**src/hdl/otsm_pkg.sv**
```systemverilog
// Package of constants and types for the overtemp state monitor
package otsm_pkg;

  // ----------------------------------------
  // Temperature representation
  // ----------------------------------------
  // Temperature is a signed whole-degree Celsius value
  localparam int unsigned TEMP_W = 8;

  localparam logic signed [TEMP_W-1:0] WARN_ENTER_C  = 8'sh46;
  localparam logic signed [TEMP_W-1:0] WARN_EXIT_C   = 8'sh41;
  localparam logic signed [TEMP_W-1:0] FAULT_ENTER_C = 8'sh50;
  localparam logic signed [TEMP_W-1:0] FAULT_EXIT_C  = 8'sh4b;

  // ----------------------------------------
  // Reset values
  // ----------------------------------------
  localparam logic signed [TEMP_W-1:0] TEMP_RST = 8'sh00;
  localparam logic                     VALID_RST = 1'b0;
  localparam logic                     ALLOW_RST = 1'b1;
  localparam logic                     EVENT_RST = 1'b0;

  // ----------------------------------------
  // Reported status codes
  // ----------------------------------------
  localparam logic [1:0] CODE_NORMAL  = 2'h0;
  localparam logic [1:0] CODE_WARNING = 2'h1;
  localparam logic [1:0] CODE_FAULT   = 2'h2;

  // ----------------------------------------
  // Thermal state encoding
  // ----------------------------------------
  // Gray coded along normal, warning, fault; one bit flips per step
  typedef enum logic [1:0] {
    OTSM_NORMAL  = 2'h0,
    OTSM_WARNING = 2'h1,
    OTSM_FAULT   = 2'h3
  } otsm_state_t;

endpackage : otsm_pkg

```
**src/hdl/otsm_temp_capture.sv**
```systemverilog
// Registered capture of the on-board temperature sensor reading
`timescale 1ns/1ps

module otsm_temp_capture (
  input  wire logic                              clk,
  input  wire logic                              rst_b,
  input  wire logic                              sample_valid,
  input  wire logic signed [otsm_pkg::TEMP_W-1:0] sample_temp,
  output logic signed      [otsm_pkg::TEMP_W-1:0] temp_r,
  output logic                                   temp_valid_r
);

  // ----------------------------------------
  // Hold last converted reading
  // ----------------------------------------
  // Reading only updates on a valid sample, so a stalled sensor holds state
  always_ff @(posedge clk or negedge rst_b) begin
    if (!rst_b) begin
      temp_r <= otsm_pkg::TEMP_RST;
    end else if (sample_valid) begin
      temp_r <= sample_temp;
    end
  end

  always_ff @(posedge clk or negedge rst_b) begin
    if (!rst_b) begin
      temp_valid_r <= otsm_pkg::VALID_RST;
    end else begin
      temp_valid_r <= sample_valid;
    end
  end

endmodule : otsm_temp_capture

```
**src/hdl/otsm_monitor.sv**
```systemverilog
// Thermal state monitor with hysteresis and acquisition suspend
`timescale 1ns/1ps

// What this block does
// - Readable temperature value taken from the integrated sensor.
// - Readable thermal state, exactly one of normal, warning, fault.
// - Normal reported while below 70 C with no higher state; acquisition allowed.
// - Above 70 C enter warning; acquisition continues.
// - Warning returns to normal only below 65 C.
// - Above 80 C enter fault and suspend acquisition.
// - Fault keeps acquisition suspended until temperature below 75 C.
// - Monitoring enable switches only the change event on and off; state and acquisition permit ignore it.
// - While enabled, pulse a change event on each new state value.
module otsm_monitor (
  input  wire logic                              clk,
  input  wire logic                              rst_b,
  input  wire logic                              sample_valid,
  input  wire logic signed [otsm_pkg::TEMP_W-1:0] sample_temp,
  input  wire logic                              thermal_watch_enable,
  output logic signed      [otsm_pkg::TEMP_W-1:0] temperature_r,
  output logic             [1:0]                 thermal_state_r,
  output logic                                   acquisition_allow_r,
  output logic                                   thermal_state_change_event_r
);

  // ----------------------------------------
  // Sensor capture
  // ----------------------------------------
  // Two stages: capture, then readout and state move on the same edge
  logic signed [otsm_pkg::TEMP_W-1:0] temp_cap;
  logic                               temp_valid;

  otsm_temp_capture u_capture (
    .clk          (clk),
    .rst_b        (rst_b),
    .sample_valid (sample_valid),
    .sample_temp  (sample_temp),
    .temp_r       (temp_cap),
    .temp_valid_r (temp_valid)
  );

  // ----------------------------------------
  // Temperature readout
  // ----------------------------------------
  logic signed [otsm_pkg::TEMP_W-1:0] temperature_nxt;

  always_comb begin
    temperature_nxt = temp_cap;
  end

  // Mirrors the capture register so readout and state stay in step
  always_ff @(posedge clk or negedge rst_b) begin
    if (!rst_b) begin
      temperature_r <= otsm_pkg::TEMP_RST;
    end else begin
      temperature_r <= temperature_nxt;
    end
  end

  // ----------------------------------------
  // Threshold comparisons
  // ----------------------------------------
  // Strict compares: a reading equal to a threshold keeps the present state
  // Signed compares, so readings below zero count as cool
  logic above_warn_enter;
  logic above_fault_enter;
  logic below_warn_exit;
  logic below_fault_exit;

  always_comb begin
    above_warn_enter  = (temp_cap > otsm_pkg::WARN_ENTER_C);
    above_fault_enter = (temp_cap > otsm_pkg::FAULT_ENTER_C);
    below_warn_exit   = (temp_cap < otsm_pkg::WARN_EXIT_C);
    below_fault_exit  = (temp_cap < otsm_pkg::FAULT_EXIT_C);
  end

  // ----------------------------------------
  // Evaluation strobe
  // ----------------------------------------
  // The state only moves on a fresh reading; a stalled sensor freezes it
  logic eval_en;

  always_comb begin
    eval_en = temp_valid;
  end

  // ----------------------------------------
  // State machine
  // ----------------------------------------
  otsm_pkg::otsm_state_t state_r;
  otsm_pkg::otsm_state_t state_nxt;

  always_comb begin
    state_nxt = state_r;
    case (state_r)
      otsm_pkg::OTSM_NORMAL: begin
        if (above_fault_enter) begin
          state_nxt = otsm_pkg::OTSM_FAULT;
        end else if (above_warn_enter) begin
          state_nxt = otsm_pkg::OTSM_WARNING;
        end else begin
          state_nxt = otsm_pkg::OTSM_NORMAL;
        end
      end
      otsm_pkg::OTSM_WARNING: begin
        if (above_fault_enter) begin
          state_nxt = otsm_pkg::OTSM_FAULT;
        end else if (below_warn_exit) begin
          state_nxt = otsm_pkg::OTSM_NORMAL;
        end else begin
          state_nxt = otsm_pkg::OTSM_WARNING;
        end
      end
      otsm_pkg::OTSM_FAULT: begin
        // Step through warning so the lower exit threshold still governs return
        if (below_fault_exit) begin
          state_nxt = otsm_pkg::OTSM_WARNING;
        end else begin
          state_nxt = otsm_pkg::OTSM_FAULT;
        end
      end
      default: begin
        // Unused encoding recovers to normal rather than locking up
        state_nxt = otsm_pkg::OTSM_NORMAL;
      end
    endcase
  end

  always_ff @(posedge clk or negedge rst_b) begin
    if (!rst_b) begin
      state_r <= otsm_pkg::OTSM_NORMAL;
    end else if (eval_en) begin
      state_r <= state_nxt;
    end
  end

  // ----------------------------------------
  // Status code
  // ----------------------------------------
  // Internal state is Gray coded; the reported field keeps its fixed layout
  // Code 11 is never produced, whatever the internal state holds
  logic [1:0] state_code;

  always_comb begin
    state_code = otsm_pkg::CODE_NORMAL;
    case (state_r)
      otsm_pkg::OTSM_NORMAL: begin
        state_code = otsm_pkg::CODE_NORMAL;
      end
      otsm_pkg::OTSM_WARNING: begin
        state_code = otsm_pkg::CODE_WARNING;
      end
      otsm_pkg::OTSM_FAULT: begin
        state_code = otsm_pkg::CODE_FAULT;
      end
      default: begin
        state_code = otsm_pkg::CODE_NORMAL;
      end
    endcase
  end

  always_ff @(posedge clk or negedge rst_b) begin
    if (!rst_b) begin
      thermal_state_r <= otsm_pkg::CODE_NORMAL;
    end else begin
      thermal_state_r <= state_code;
    end
  end

  // ----------------------------------------
  // Acquisition permit
  // ----------------------------------------
  // Protection acts regardless of the enable; only the event is gated
  logic acquisition_allow_nxt;

  always_comb begin
    acquisition_allow_nxt = (state_r != otsm_pkg::OTSM_FAULT);
  end

  always_ff @(posedge clk or negedge rst_b) begin
    if (!rst_b) begin
      acquisition_allow_r <= otsm_pkg::ALLOW_RST;
    end else begin
      acquisition_allow_r <= acquisition_allow_nxt;
    end
  end

  // ----------------------------------------
  // Change event
  // ----------------------------------------
  // Reset matches the reported state so no false event follows reset
  logic [1:0] seen_state_r;
  logic       state_moved;
  logic       thermal_state_change_event_nxt;

  always_ff @(posedge clk or negedge rst_b) begin
    if (!rst_b) begin
      seen_state_r <= otsm_pkg::CODE_NORMAL;
    end else begin
      seen_state_r <= thermal_state_r;
    end
  end

  // A change made while disabled is dropped, not held back for later
  always_comb begin
    state_moved                    = (thermal_state_r != seen_state_r);
    thermal_state_change_event_nxt = 1'b0;
    if (thermal_watch_enable) begin
      thermal_state_change_event_nxt = state_moved;
    end
  end

  always_ff @(posedge clk or negedge rst_b) begin
    if (!rst_b) begin
      thermal_state_change_event_r <= otsm_pkg::EVENT_RST;
    end else begin
      thermal_state_change_event_r <= thermal_state_change_event_nxt;
    end
  end

endmodule : otsm_monitor

```
**config.mk**
```make
export PLATFORM = sky130hd
export DESIGN_NAME = otsm_monitor
export DESIGN_NICKNAME = d
export VERILOG_FILES = /design/src/hdl/otsm_pkg.sv /design/src/hdl/otsm_temp_capture.sv /design/src/hdl/otsm_monitor.sv
export SDC_FILE = /design/constraint.sdc
export NUM_CORES = 1
export LEC_CHECK = 0
export ABC_AREA = 1
export BUFFER_PORTS_ARGS = -buffer_cell sky130_fd_sc_hd__buf_2
export CAP_MARGIN = 0
export CORE_AREA = 2 2 47 49
export CTS_CLUSTER_SIZE = 16
export DETAILED_ROUTE_END_ITERATION = 10
export DIE_AREA = 0 0 49 51
export GPL_ROUTABILITY_DRIVEN = 0
export GPL_TIMING_DRIVEN = 0
export PLACE_DENSITY = 0.79
export RECOVER_POWER = 100
export SYNTH_ARGS = -nofsm -noshare
export SYNTH_HDL_FRONTEND = slang
export SYNTH_HIERARCHICAL = 1
export SYNTH_SLANG_ARGS = --single-unit
```
**constraint.sdc**
```tcl
create_clock -name clk -period 1.4 [get_ports clk]
set_clock_uncertainty 0.05 [all_clocks]
set_input_delay 0.14 -clock clk [delete_from_list [all_inputs] [get_ports clk]]
set_output_delay 0.14 -clock clk [all_outputs]
set_load 0.01 [all_outputs]
```
== Yosys cells after proc, flatten, opt, wreduce, memory -nomap -nowiden ==
Cells that the tools add are included.

* Bits in registers: 25
* Bits of input ports: 12
* Output and inout port bits: 12
* Logic and storage cells: 25

* Magnitude comparators: 4
* Eq/ne operators: 4
* Mux-type cells: 8
* Reduce and logical (&&, ||, !) cells: 1

{| class="wikitable"
|+ Operators by type and width
! cell !! number
|-
| > comparator 8 bit, second input constant || 2
|-
| < comparator 8 bit, second input constant || 2
|-
| two-way mux 2 bit || 3
|-
| case mux 2 bit (3 select lines) || 1
|-
| case mux 2 bit (2 select lines) || 1
|-
| two-way mux 1 bit || 3
|-
| == test 2 x 1 -> 1 bit, second input constant || 1
|-
| == test 2 bit, second input constant || 1
|-
| zero test 2 bit || 1
|-
| inequality test 2 bit || 1
|-
| inequality test 2 bit, second input constant || 1
|}

== Depth between registers and ports, before layout ==
Gate-level depths: netlist of the first run.

* Depth in word-level cells: 4
* Depth in mapped cells: 8
* Mapped depth without buffers: 8

== Modules after synthesis ==
Netlist of the first run, hierarchy kept.

{| class="wikitable"
|+ Modules (own cells, without submodules)
! module !! times used !! cells each !! area an instance (sq um) !! seq. area each (sq um)
|-
| otsm_monitor || 1 || 60 || 598.1 || 401.6
|-
| otsm_temp_capture || 1 || 35 || 330.3 || 225.2
|}

== Worst setup path after synthesis of the first run ==
OpenSTA, ideal clock, no wires.

* Path kind: flip-flop to flip-flop
* Start point: register u_capture/temp_r[3] (netlist name)
* End point: register state_r[1]
* Library setup time: 0.116 ns
* Arrival: 0.809 ns
* Required time: 1.234 ns
* Slack: 0.425 ns
* Stages on the path, launching flop included: 9
* Buffers on the path: 0
* Clock period less this slack: 0.975 ns
* Cell sequence: dfrtp_1 -> inv_1 -> nand2_1 -> nor2_1 -> nand2_1 -> nand2_1 -> nand2_1 -> nand2_1 -> nand2_1

* Longest elaborated chain between the ends: 3
* Elaborated cells on any way between the ends: 6
* Those cells by class: order compare (2); mux (4)

{| class="wikitable"
|+ RTL lines
! element !! RTL line !! RTL
|-
| start: declaration || otsm_temp_capture.sv:9 || <nowiki>output logic signed [otsm_pkg::TEMP_W-1:0] temp_r,</nowiki>
|-
| start signal: assignment || otsm_temp_capture.sv:19 || <nowiki>temp_r <= otsm_pkg::TEMP_RST;</nowiki>
|-
| start signal: assignment || otsm_temp_capture.sv:21 || <nowiki>temp_r <= sample_temp;</nowiki>
|-
| < comparator 8 bit / > comparator 8 bit (equally long branches) || otsm_monitor.sv:74, otsm_monitor.sv:72 ||
|-
| two-way mux 2 bit, on equally long branches || otsm_monitor.sv:116, otsm_monitor.sv:97, otsm_monitor.sv:106 ||
|-
| case mux 2 bit (3 select lines) (*) || otsm_monitor.sv:95 || <nowiki>case (state_r)</nowiki>
|-
| end signal: assignment || otsm_monitor.sv:131 || <nowiki>state_r <= otsm_pkg::OTSM_NORMAL;</nowiki>
|-
| end signal: assignment || otsm_monitor.sv:133 || <nowiki>state_r <= state_nxt;</nowiki>
|-
| end: declaration || otsm_monitor.sv:90 || <nowiki>otsm_pkg::otsm_state_t state_r;</nowiki>
|}

Every way passes the cells marked *; elsewhere a longest branch is shown, timed or not.
A chain may end at the register's enable or synchronous reset.

== Final worst setup path of the first run ==
* Start point: register acquisition_allow_r
* End point: output acquisition_allow_r

{| class="wikitable"
|+ RTL lines
! element !! RTL line !! RTL
|-
| start: declaration || otsm_monitor.sv:22 || <nowiki>output logic acquisition_allow_r,</nowiki>
|-
| start signal: assignment || otsm_monitor.sv:182 || <nowiki>acquisition_allow_r <= otsm_pkg::ALLOW_RST;</nowiki>
|-
| start signal: assignment || otsm_monitor.sv:184 || <nowiki>acquisition_allow_r <= acquisition_allow_nxt;</nowiki>
|}

No word-level cell between the ends.

==> reports/qor.yml, run 1 <==
worst_pin_slew_ns: 0.589
routed_wl_mm: 1.67
hold_viol: 0
cts_buffer_depth: 2
grt_usage: 0.148
cts_tree: "built"
worstHoldEndpoint: "thermal_state_change_event_r"
cpPeakStageDelay_ns: 0.54
netlist_area_um2: 928
postSynthAreaPerCell_um2: 9.77
synth-edff-count: 0
clkLatencyLatePin_ns: 0.31
min_path_cells: 2
cp_cell_sequence: "clkbuf_1"
min_path_type: "in -> reg"
synth_ff_type: "dfrtp_1"
syn_to_final_growth_pct: 27.5
hpwlAfterDp_mm: 1.09
die_h_um: 51
setup_viol: 0
start_util: 0.450
r2r_setup_slack_ns: 0.25
grt_pass1_wl_mm: 2.74
path_clk_slew_ns: 0.12
end_kind: "primary output"
grt_pass1_vias: 679
cts_root_buffer: "clkbuf_4"
final_antenna_net_count: 0
diodes: 0
clock.fmax_mhz: 850
required_ns: 1.21
peakVddDrop_uv: 856
total_leakage_power_nw: 0.629
crit_slowest_cell: "dfstp_2"
yosys.cell_count.top_type: "nand2_1"
cts.htree.levels: 1
synth_top_area_share: 0.647
yosysWarnings: 6
period_needed_ns: 1.18
antenna_found_initial: 0
arrival_ns: 0.99
synth_common_cells: "44 x nand2_1, 24 x dfrtp_1, 9 x inv_1"
drv_cap: 0
die_area_um2: 2500
rows: 17
finalNetCount: 145
ctsHoldBuffers: 10
status: "finished, final reports clean"
avgViaCountPerCell: 4.32
cts_resized: 0
p_per_area_nw_per_um2: 1130
synth_nets: 107
vias: 691
critPathBufInv: 1
relSlewSlack: 0.608
cts_made_buffers: 3
wl_per_cell_um: 10.4
worst_hold_slack_ns: 0.0112
core_area_um2: 2060
async_flop_share: 1.00
grt-ovfl-total: 0
num_io_pins: 24
p_total_mw: 1.34
synth_cells: 95
cts_setup_buffers: 0
synth.area.top_cells: "dfrtp_1 65%, nand2_1 18%, inv_1 3.6%"
grt_setup_unrepaired: "false"
ys_seq_area_frac: 0.675
grt_max_degree: 26
fin_crit_sh: 0.840
r2r-start: "u_capture/temp_r[5]"
crit_family: "flip-flops"
fp.dieW_um: 49
drt_iter0_drc: 22
cp_max_fo: 1
hold_start: "thermal_watch_enable"
cts.sinks: 25
synth.distinct_cells: 15
synth-seq-cells: 25
r2r-end: "state_r[0]"
yosys.area.top_type: "dfrtp_1"
post-route-drc-count: 0
rr_worst_depth: 6
fill_cells: 190
tns_ns: 0
drive_above_1_share: 0.121
slew_violations: 0
start_kind: "register"
io_buffers: 23
path_class: "reg -> out"
firstDrtPassIters: 4
critical_path_depth: 1
[worst register-to-register path, cell delays in order, from the launching register on]
cell and delay (ns):
dfrtp_1 0.43, nor2_1 0.21, nand2_1 0.09, nand2_1 0.07
nand3_1 0.09, nand2_1 0.06, nand2_1 0.04
[placed cells by master (no fill, tap or decap), types with 2 or more instances in the layout]
| cell | instances |
|---|---|
| buf_2 | 9 |
| clkbuf_1 | 14 |
| clkbuf_4 | 3 |
| dfrtp_1 | 24 |
| dlygate4sd3_1 | 10 |
| inv_1 | 10 |
| nand2_1 | 45 |
| nand3_1 | 2 |
| nor2_1 | 6 |
| xnor2_1 | 2 |
[power by group]
group | switching, mW | internal, mW
clock network | 0.202 | 0.112
logic | 0.111 | 0.0848
registers | 0.0432 | 0.788
total | 0.356 | 0.985
[final cells by class]
class | count | area [um^2] | area share
multi-input cells | 59 | 248 | 0.209
flip-flops and latches | 25 | 627 | 0.530
well taps | 28 | 35.0 | 0.0296
plain buffers | 1 | 11.3 | 0.00951
inverters | 10 | 37.5 | 0.0317
clock buffers | 4 | 26.3 | 0.0222
repair buffers | 33 | 199 | 0.168
[cells by family (layout without fill, tap and decap cells)]
group,after synthesis,after routing,synth area share
AND/OR/NAND/NOR,54,54,0.230
flip-flops,25,25,0.675
AO/OA/AOI/OAI,3,3,0.0229
buffers and inverters,11,48,0.0526
XOR/XNOR,2,2,0.0189
[sequential cells by signal, indices dropped and copies added, names as in the netlist]
signal / cells
temperature_r: 8
state_r: 2
thermal_state_r: 2
u_capture/temp_r: 8
u_capture/temp_valid_r: 1
seen_state_r: 2
acquisition_allow_r: 1
thermal_state_change_event_r: 1
[metrics by stage]
stage / std cells / util / worst slack [ns] / instance area, um^2
finish: 160 / 0.574 / 0.223 / 1180
detailed placement: 146 / 0.523 / 0.300 / 1080
floorplan: 95 / - / 0.425 / 928
global placement: 146 / 0.523 / 0.337 / 1080
global route: 160 / 0.574 / 0.163 / 1180
CTS: 160 / 0.584 / 0.238 / 1200
[how the worst max path moves through the flow]
stage	startpoint	end
floorplan	u_capture/temp_r[3]	state_r[1]
global placement	u_capture/temp_r[5]	state_r[0]
detailed placement	u_capture/temp_r[3]	state_r[1]
CTS	u_capture/temp_r[5]	state_r[0]
global route	u_capture/temp_r[5]	state_r[0]
finish	acquisition_allow_r	acquisition_allow_r
[routing by layer]
metal	up-vias	GRT usage	routed length, um
met2	21	0.281	860
met3	5	0.0263	56
met5	-	0	0
li1	360	-	-
met4	0	0.0952	38
met1	305	0.150	715
(Power assumes the default switching activity.)
==> run 2, diff against run 1 <==
--- a/config.mk
+++ b/config.mk
@@ -5,16 +5,16 @@
 export SDC_FILE = /design/constraint.sdc
 export NUM_CORES = 1
 export LEC_CHECK = 0
-export ABC_AREA = 1
+export ABC_AREA = 0
 export BUFFER_PORTS_ARGS = -buffer_cell sky130_fd_sc_hd__buf_2
 export CAP_MARGIN = 0
-export CORE_AREA = 2 2 47 49
+export CORE_AREA = 2 2 49 51
 export CTS_CLUSTER_SIZE = 16
 export DETAILED_ROUTE_END_ITERATION = 10
-export DIE_AREA = 0 0 49 51
+export DIE_AREA = 0 0 51 53
 export GPL_ROUTABILITY_DRIVEN = 0
 export GPL_TIMING_DRIVEN = 0
-export PLACE_DENSITY = 0.79
+export PLACE_DENSITY = 0.76
 export RECOVER_POWER = 100
 export SYNTH_ARGS = -nofsm -noshare
 export SYNTH_HDL_FRONTEND = slang
==> constraint.sdc (replaced) <==
create_clock -name clk -period 1.02 [get_ports clk]
set_clock_uncertainty 0.05 [all_clocks]
set_input_delay 0.102 -clock clk [delete_from_list [all_inputs] [get_ports clk]]
set_output_delay 0.102 -clock clk [all_outputs]
set_load 0.01 [all_outputs]
==> run 2 against run 1 <==
Compared with the run above: cell area up 7.7%; synthesized cell count down 41%; largest power group unchanged; the run now ends with setup timing left; first-iteration DRC count down 86%; highest routed layer unchanged.
==> reports/qor.yml, run 2 <==
path_class: "reg -> reg"
antenna_found_initial: 0  # unchanged
ys_seq_area_frac: 0.682  # +0.00643
fill_cells: 186  # -2.1%
grt_max_degree: 26  # unchanged
syn_to_final_growth_pct: 38.6
relSlewSlack: 0.654  # +0.0462
period_needed_ns: 1.32
cp_max_fo: 2  # +1
cts_made_buffers: 3  # unchanged
total_leakage_power_nw: 0.607  # -3.4%
pwr-share-comb: 0.194  # +0.048
drive_above_1_share: 0.465  # +0.344
synth.distinct_cells: 22  # +7
min_path_cells: 3  # +1
final-seq-area_um2: 629  # +0.40%
slew_violations: 0  # unchanged
layout_commonest_cell: "dfrtp_1"
required_ns: 1.18  # -0.03 ns
grt_usage: 0.135  # -0.0129
netlist_area_um2: 920  # -0.94%
drv_cap: 0  # unchanged
cpPeakStageDelay_ns: 0.56  # +0.02 ns
io_buffers: 23  # unchanged
avgViaCountPerCell: 4.71  # +9.0%
grt_pass1_vias: 574  # -15%
start_util: 0.428  # -0.0219
violations: "setup timing"
synth_nets: 68  # -36%
met3WireLength_um: 79  # +41%
die_area_um2: 2700  # +8.2%
yosys.cell_count.top_type: "dfrtp_1"
multi_input_comb_area_um2: 287  # +16%
routed_wl_mm: 1.63  # -2.3%
seqPwrFrac: 0.592  # -0.028
fp.dieW_um: 51  # +4.1%
clock.fmax_mhz: 758
wl_met1_um: 665  # -7.0%
yosys.area.top_type: "dfrtp_1"
final_antenna_net_count: 0  # unchanged
worst_pin_slew_ns: 0.519  # -0.0694 ns
grt_setup_unrepaired: "true"
clkLatencyLatePin_ns: 0.31  # about the same
finalNetCount: 114  # -21%
pwr-share-clk: 0.214  # -0.020
die_h_um: 53  # +3.9%
worst_hold_slack_ns: 0.186  # +0.175 ns
synth.area.top_cells: "dfrtp_1 65%, mux2_4 13%, dfstp_2 2.9%"
end_kind: "register"
p_per_area_nw_per_um2: 1550  # +37%
core_area_um2: 2150  # +4.1%
cp_cell_sequence: "or4_4, nor4_4, nor3_1"
p_total_mw: 1.98  # +48%
hpwlAfterDp_mm: 1.01  # -7.3%
path_clk_slew_ns: 0.12  # about the same
post-route-drc-count: 0  # unchanged
drt_iter0_drc: 3  # -86%
vias: 607  # -12%
status: "complete, but fails checks"
cts_tree: "built"
arrival_ns: 1.48  # +0.49 ns
rows: 17  # unchanged
postSynthAreaPerCell_um2: 16.4  # +68%
grt-ovfl-total: 0  # unchanged
route.met2.wl_um: 836  # -2.8%
swShare: 0.251  # -0.0146
fin_ws_ns: -0.299  # -0.522 ns
diodes: 0  # unchanged
peakVddDrop_uv: 773  # -9.6%
num_io_pins: 24  # unchanged
pre_cts_slack_ns: -0.344  # -0.644 ns
synth_ff_type: "dfrtp_1"
fin_crit_sh: 1.29
power_switching_mw: 0.497  # +40%
layout_common_cells: "22 x dfrtp_1, 21 x buf_2, 11 x dlygate4sd3_1, 8 x mux2_4, 7 x buf_4"
synth_cells: 56  # -41%
grt_pass1_wl_mm: 2.49  # -9.1%
cts_buffer_depth: 2  # unchanged
cts.sinks: 25  # unchanged
cts.htree.levels: 1  # unchanged
rr_worst_depth: 3  # -3
min_path_type: "in -> reg"
firstDrtPassIters: 4  # unchanged
synth-seq-cells: 25  # unchanged
wl_per_cell_um: 12.7  # +21%
async_flop_share: 1.00  # unchanged
crit_slowest_cell: "or4_4"
intPower_mw: 1.48  # +51%
synth_common_cells: "24 x dfrtp_1, 8 x mux2_4"
top_regs: "temperature_r x8, u_capture/temp_r x8"
cts_root_buffer: "clkbuf_4"
synth-edff-count: 0  # unchanged
routed.top_layer: "met4"
yosysWarnings: 6  # unchanged
start_kind: "register"
synth_top_area_share: 0.653  # +0.00616
hold_viol: 0  # unchanged
setup_viol: 3  # +3
-- run 2: through the flow --
stage	instance area, um^2	utilization	std cells	setup TNS (ns)
global route	1270	0.593	129	-0.845
global placement	1070	0.498	107	-0.591
finish	1270	0.593	129	-0.670
detailed placement	1070	0.498	107	-0.653
CTS	1270	0.590	128	-0.683
floorplan	920	-	56	-0.517
-- run 2: layout make-up --
cell class	count	share of cell area
well taps	28	0.0275
inverters	1	0.00294
plain buffers	1	0.00883
multi-input cells	29	0.225
clock buffers	4	0.0206
flip-flops and latches	25	0.494
repair buffers	41	0.222
-- run 2: cells by family (layout without fill, tap and decap cells) --
kind of cell / Yosys count / in the layout / share of synthesized area
flops: 25 / 25 / 0.682
simple gates: 12 / 12 / 0.102
mux: 8 / 8 / 0.131
compound gates: 7 / 7 / 0.0504
xor+xnor: 2 / 2 / 0.0191
buf+inv: 2 / 47 / 0.0163
-- run 2: worst max-delay path: cells and delay by family (launching register included) --
family        cells  cell delay (ns)
flops             1             0.40
simple gates      3             0.77
-- run 2: power groups by stage --
stage	registers (mW)	logic (mW)	clock network [mW]
3_3_place_gp	1.20	0.268	0
6_report	1.17	0.384	0.423
4_1_cts	1.17	0.374	0.436
5_1_grt	1.19	0.413	0.478
2_1_floorplan	1.22	0.141	0
3_5_place_dp	1.21	0.278	0
-- run 2: timing repair --
item,CTS,global route
endpoints found under the setup margin,5,7
gates resized for setup,3,1
hold buffers,11,0
hold endpoints to repair,34,0
buffers inserted,6,1
pin swaps,1,0
-- run 2: path summary, 6_finish.rpt --
check / slack (ns) / to / startpoint
worst max register to register: -0.30 / state_r[0] / u_capture/temp_r[2]
worst min register to register: 0.39 / temperature_r[7] / u_capture/temp_r[7]
max in group asynchronous: 0.32 / u_capture/temp_r[4] / rst_b
worst min-delay path: 0.19 / u_capture/temp_r[5] / sample_valid
min in group asynchronous: 0.23 / seen_state_r[0] / rst_b
worst max-delay path: -0.30 / state_r[0] / u_capture/temp_r[2]
-- run 2: layer usage --
layer  vias up  GRT usage
met4         0      0.108
met2        23      0.240
met1       286      0.139
met3         5     0.0254
met5         -          0
li1        293          -
==> run 3, diff against run 2 <==
--- a/config.mk
+++ b/config.mk
@@ -13,7 +13,6 @@
 export DETAILED_ROUTE_END_ITERATION = 10
 export DIE_AREA = 0 0 51 53
 export GPL_ROUTABILITY_DRIVEN = 0
-export GPL_TIMING_DRIVEN = 0
 export PLACE_DENSITY = 0.76
 export RECOVER_POWER = 100
 export SYNTH_ARGS = -nofsm -noshare
==> constraint.sdc (replaced) <==
create_clock -name clk -period 1.02 [get_ports clk]
set_clock_uncertainty 0.05 [all_clocks]
set_input_delay 0.102 -clock clk [delete_from_list [all_inputs] [get_ports clk]]
set_output_delay 0.102 -clock clk [all_outputs]
set_load 0.1 [all_outputs]
==> run 3 against run 2 <==
Compared with the run above: the flow still finishes with violations (setup timing); cell area up 16%; first-iteration DRC count up 33%; die area unchanged; cell count up 4.7%; global-route usage up 1.9 points; register-to-register slack worse by 0.04 ns; critical path type unchanged.
==> reports/qor.yml, run 3 (synthesized netlist as in run 2, its figures left out) <==
finalNetCount: 120  # +5.3%
syn_to_final_growth_pct: 60.5
p_per_area_nw_per_um2: 1730  # +11%
post-route-drc-count: 0  # unchanged
route.met2.wl_um: 910  # +8.9%
final-seq-area_um2: 641  # +1.8%
top_regs: "temperature_r x8, u_capture/temp_r x8"
start_util: 0.428  # unchanged
slew_violations: 0  # unchanged
peakVddDrop_uv: 943  # +22%
avgViaCountPerCell: 4.64  # -1.5%
grt_setup_unrepaired: "true"
drive_above_1_share: 0.514  # +0.0487
cts_made_buffers: 3  # unchanged
hpwlAfterDp_mm: 1.16  # +14%
cts_buffer_depth: 2  # unchanged
fin_util: 0.687  # +0.0938
cts.sinks: 25  # unchanged
hold_viol: 0  # unchanged
multi_input_comb_area_um2: 283  # -1.3%
io_buffers: 23  # unchanged
total_leakage_power_nw: 0.651  # +7.3%
cp_max_fo: 2  # unchanged
vias: 626  # +3.1%
grt-ovfl-total: 0  # unchanged
dpl.cell_count: 117  # +9.3%
firstDrtPassIters: 2  # -2
antenna_found_initial: 0  # unchanged
grt_pass1_vias: 659  # +15%
rows: 17  # unchanged
end_kind: "register"
grt_max_degree: 26  # unchanged
pre_cts_slack_ns: -0.297  # +0.0468 ns
finalNonFillerCells: 135  # +4.7%
wl_met1_um: 695  # +4.5%
wl_per_cell_um: 12.5  # -1.3%
core_area_um2: 2150  # unchanged
diodes: 0  # unchanged
stdcell_area_um2: 1480  # +16%
tns_ns: -1.19  # -0.525 ns
start_kind: "register"
clkLatencyLatePin_ns: 0.30  # about the same
final_antenna_net_count: 0  # unchanged
path_clk_slew_ns: 0.12  # about the same
fin_crit_sh: 1.33  # +0.0385
required_ns: 1.17  # about the same
cts.htree.levels: 1  # unchanged
drt_iter0_drc: 4  # +1
status: "complete, but fails checks"
die_area_um2: 2700  # unchanged
cts_tree: "built"
fp.dieW_um: 51  # unchanged
num_io_pins: 24  # unchanged
die_h_um: 53  # unchanged
p_total_mw: 2.55  # +29%
path_class: "reg -> reg"
worst_hold_slack_ns: 0.198  # +0.0114 ns
violations: "setup timing"
clock.fmax_mhz: 736  # -2.9%
min_path_type: "in -> reg"
met3WireLength_um: 48  # -39%
period_needed_ns: 1.36  # +0.0393 ns
postPlaceCellArea_um2: 1340  # +25%
r2r_setup_slack_ns: -0.34  # -0.04 ns
grt_usage: 0.155  # +0.0194
relSlewSlack: 0.612  # -0.0415
cts_root_buffer: "clkbuf_4"
routed.top_layer: "met4"
grt_pass1_wl_mm: 2.95  # +18%
drv_cap: 0  # unchanged
worst_pin_slew_ns: 0.581  # +0.0623 ns
setup_viol: 14  # +11
fin_ws_ns: -0.338  # -0.0393 ns
fill_cells: 165  # -11%
routed_wl_mm: 1.69  # +3.2%
layout_common_cells: "13 x dfrtp_1, 12 x buf_12, 11 x dlygate4sd3_1, 11 x dfrtp_2, 9 x buf_2"
layout_commonest_cell: "dfrtp_1"
arrival_ns: 1.51  # +0.03 ns
run 3: cell count changes in the layout (fill, tap and decap cells not counted), sizes merged:
cell / delta
clkbuf: +8
buf: -2
run 3: cell type report:
cell class	count	share of cell area
clock buffers	4	0.0178
inverters	1	0.00254
multi-input cells	29	0.192
flip-flops and latches	25	0.434
well taps	28	0.0237
repair buffers	48	0.331
run 3: worst paths after layout:
check	startpoint	end	cells after the start
min in group asynchronous	rst_b	state_r[0]	2
worst max-delay path	u_capture/temp_r[0]	state_r[0]	3
worst min register to register	state_r[1]	thermal_state_r[0]	1
max in group asynchronous	rst_b	temperature_r[7]	2
worst max register to register	u_capture/temp_r[0]	state_r[0]	3
worst min-delay path	sample_valid	u_capture/temp_r[6]	2
run 3: metal layers:
metal	GRT usage	vias to the layer above
li1	-	303
met1	0.177	299
met2	0.277	20
met3	0.0254	4
met4	0.0811	0
met5	0	-
run 3: critical path, cell delays in order (launching register included):
cell     delay [ns]
dfrtp_1        0.41
or4_4          0.57
nor4_4         0.16
nor3_1         0.07
run 3: repair_timing:
item                                   in CTS  in global routing
pin swaps                                   0                  1
buffers inserted                            2                  1
resized for setup                           1                  2
setup endpoints to repair                  14                 15
hold buffers                               11                  0
endpoints found under the hold margin      34                  0
run 3: report_power, final:
part / leakage, nW / total [mW] / internal [mW] / switching [mW]
sequential: 0.291 / 1.20 / 1.11 / 0.0856
combinational: 0.346 / 0.944 / 0.390 / 0.554
clock: 0.0150 / 0.405 / 0.152 / 0.252
total: 0.651 / 2.55 / 1.66 / 0.892
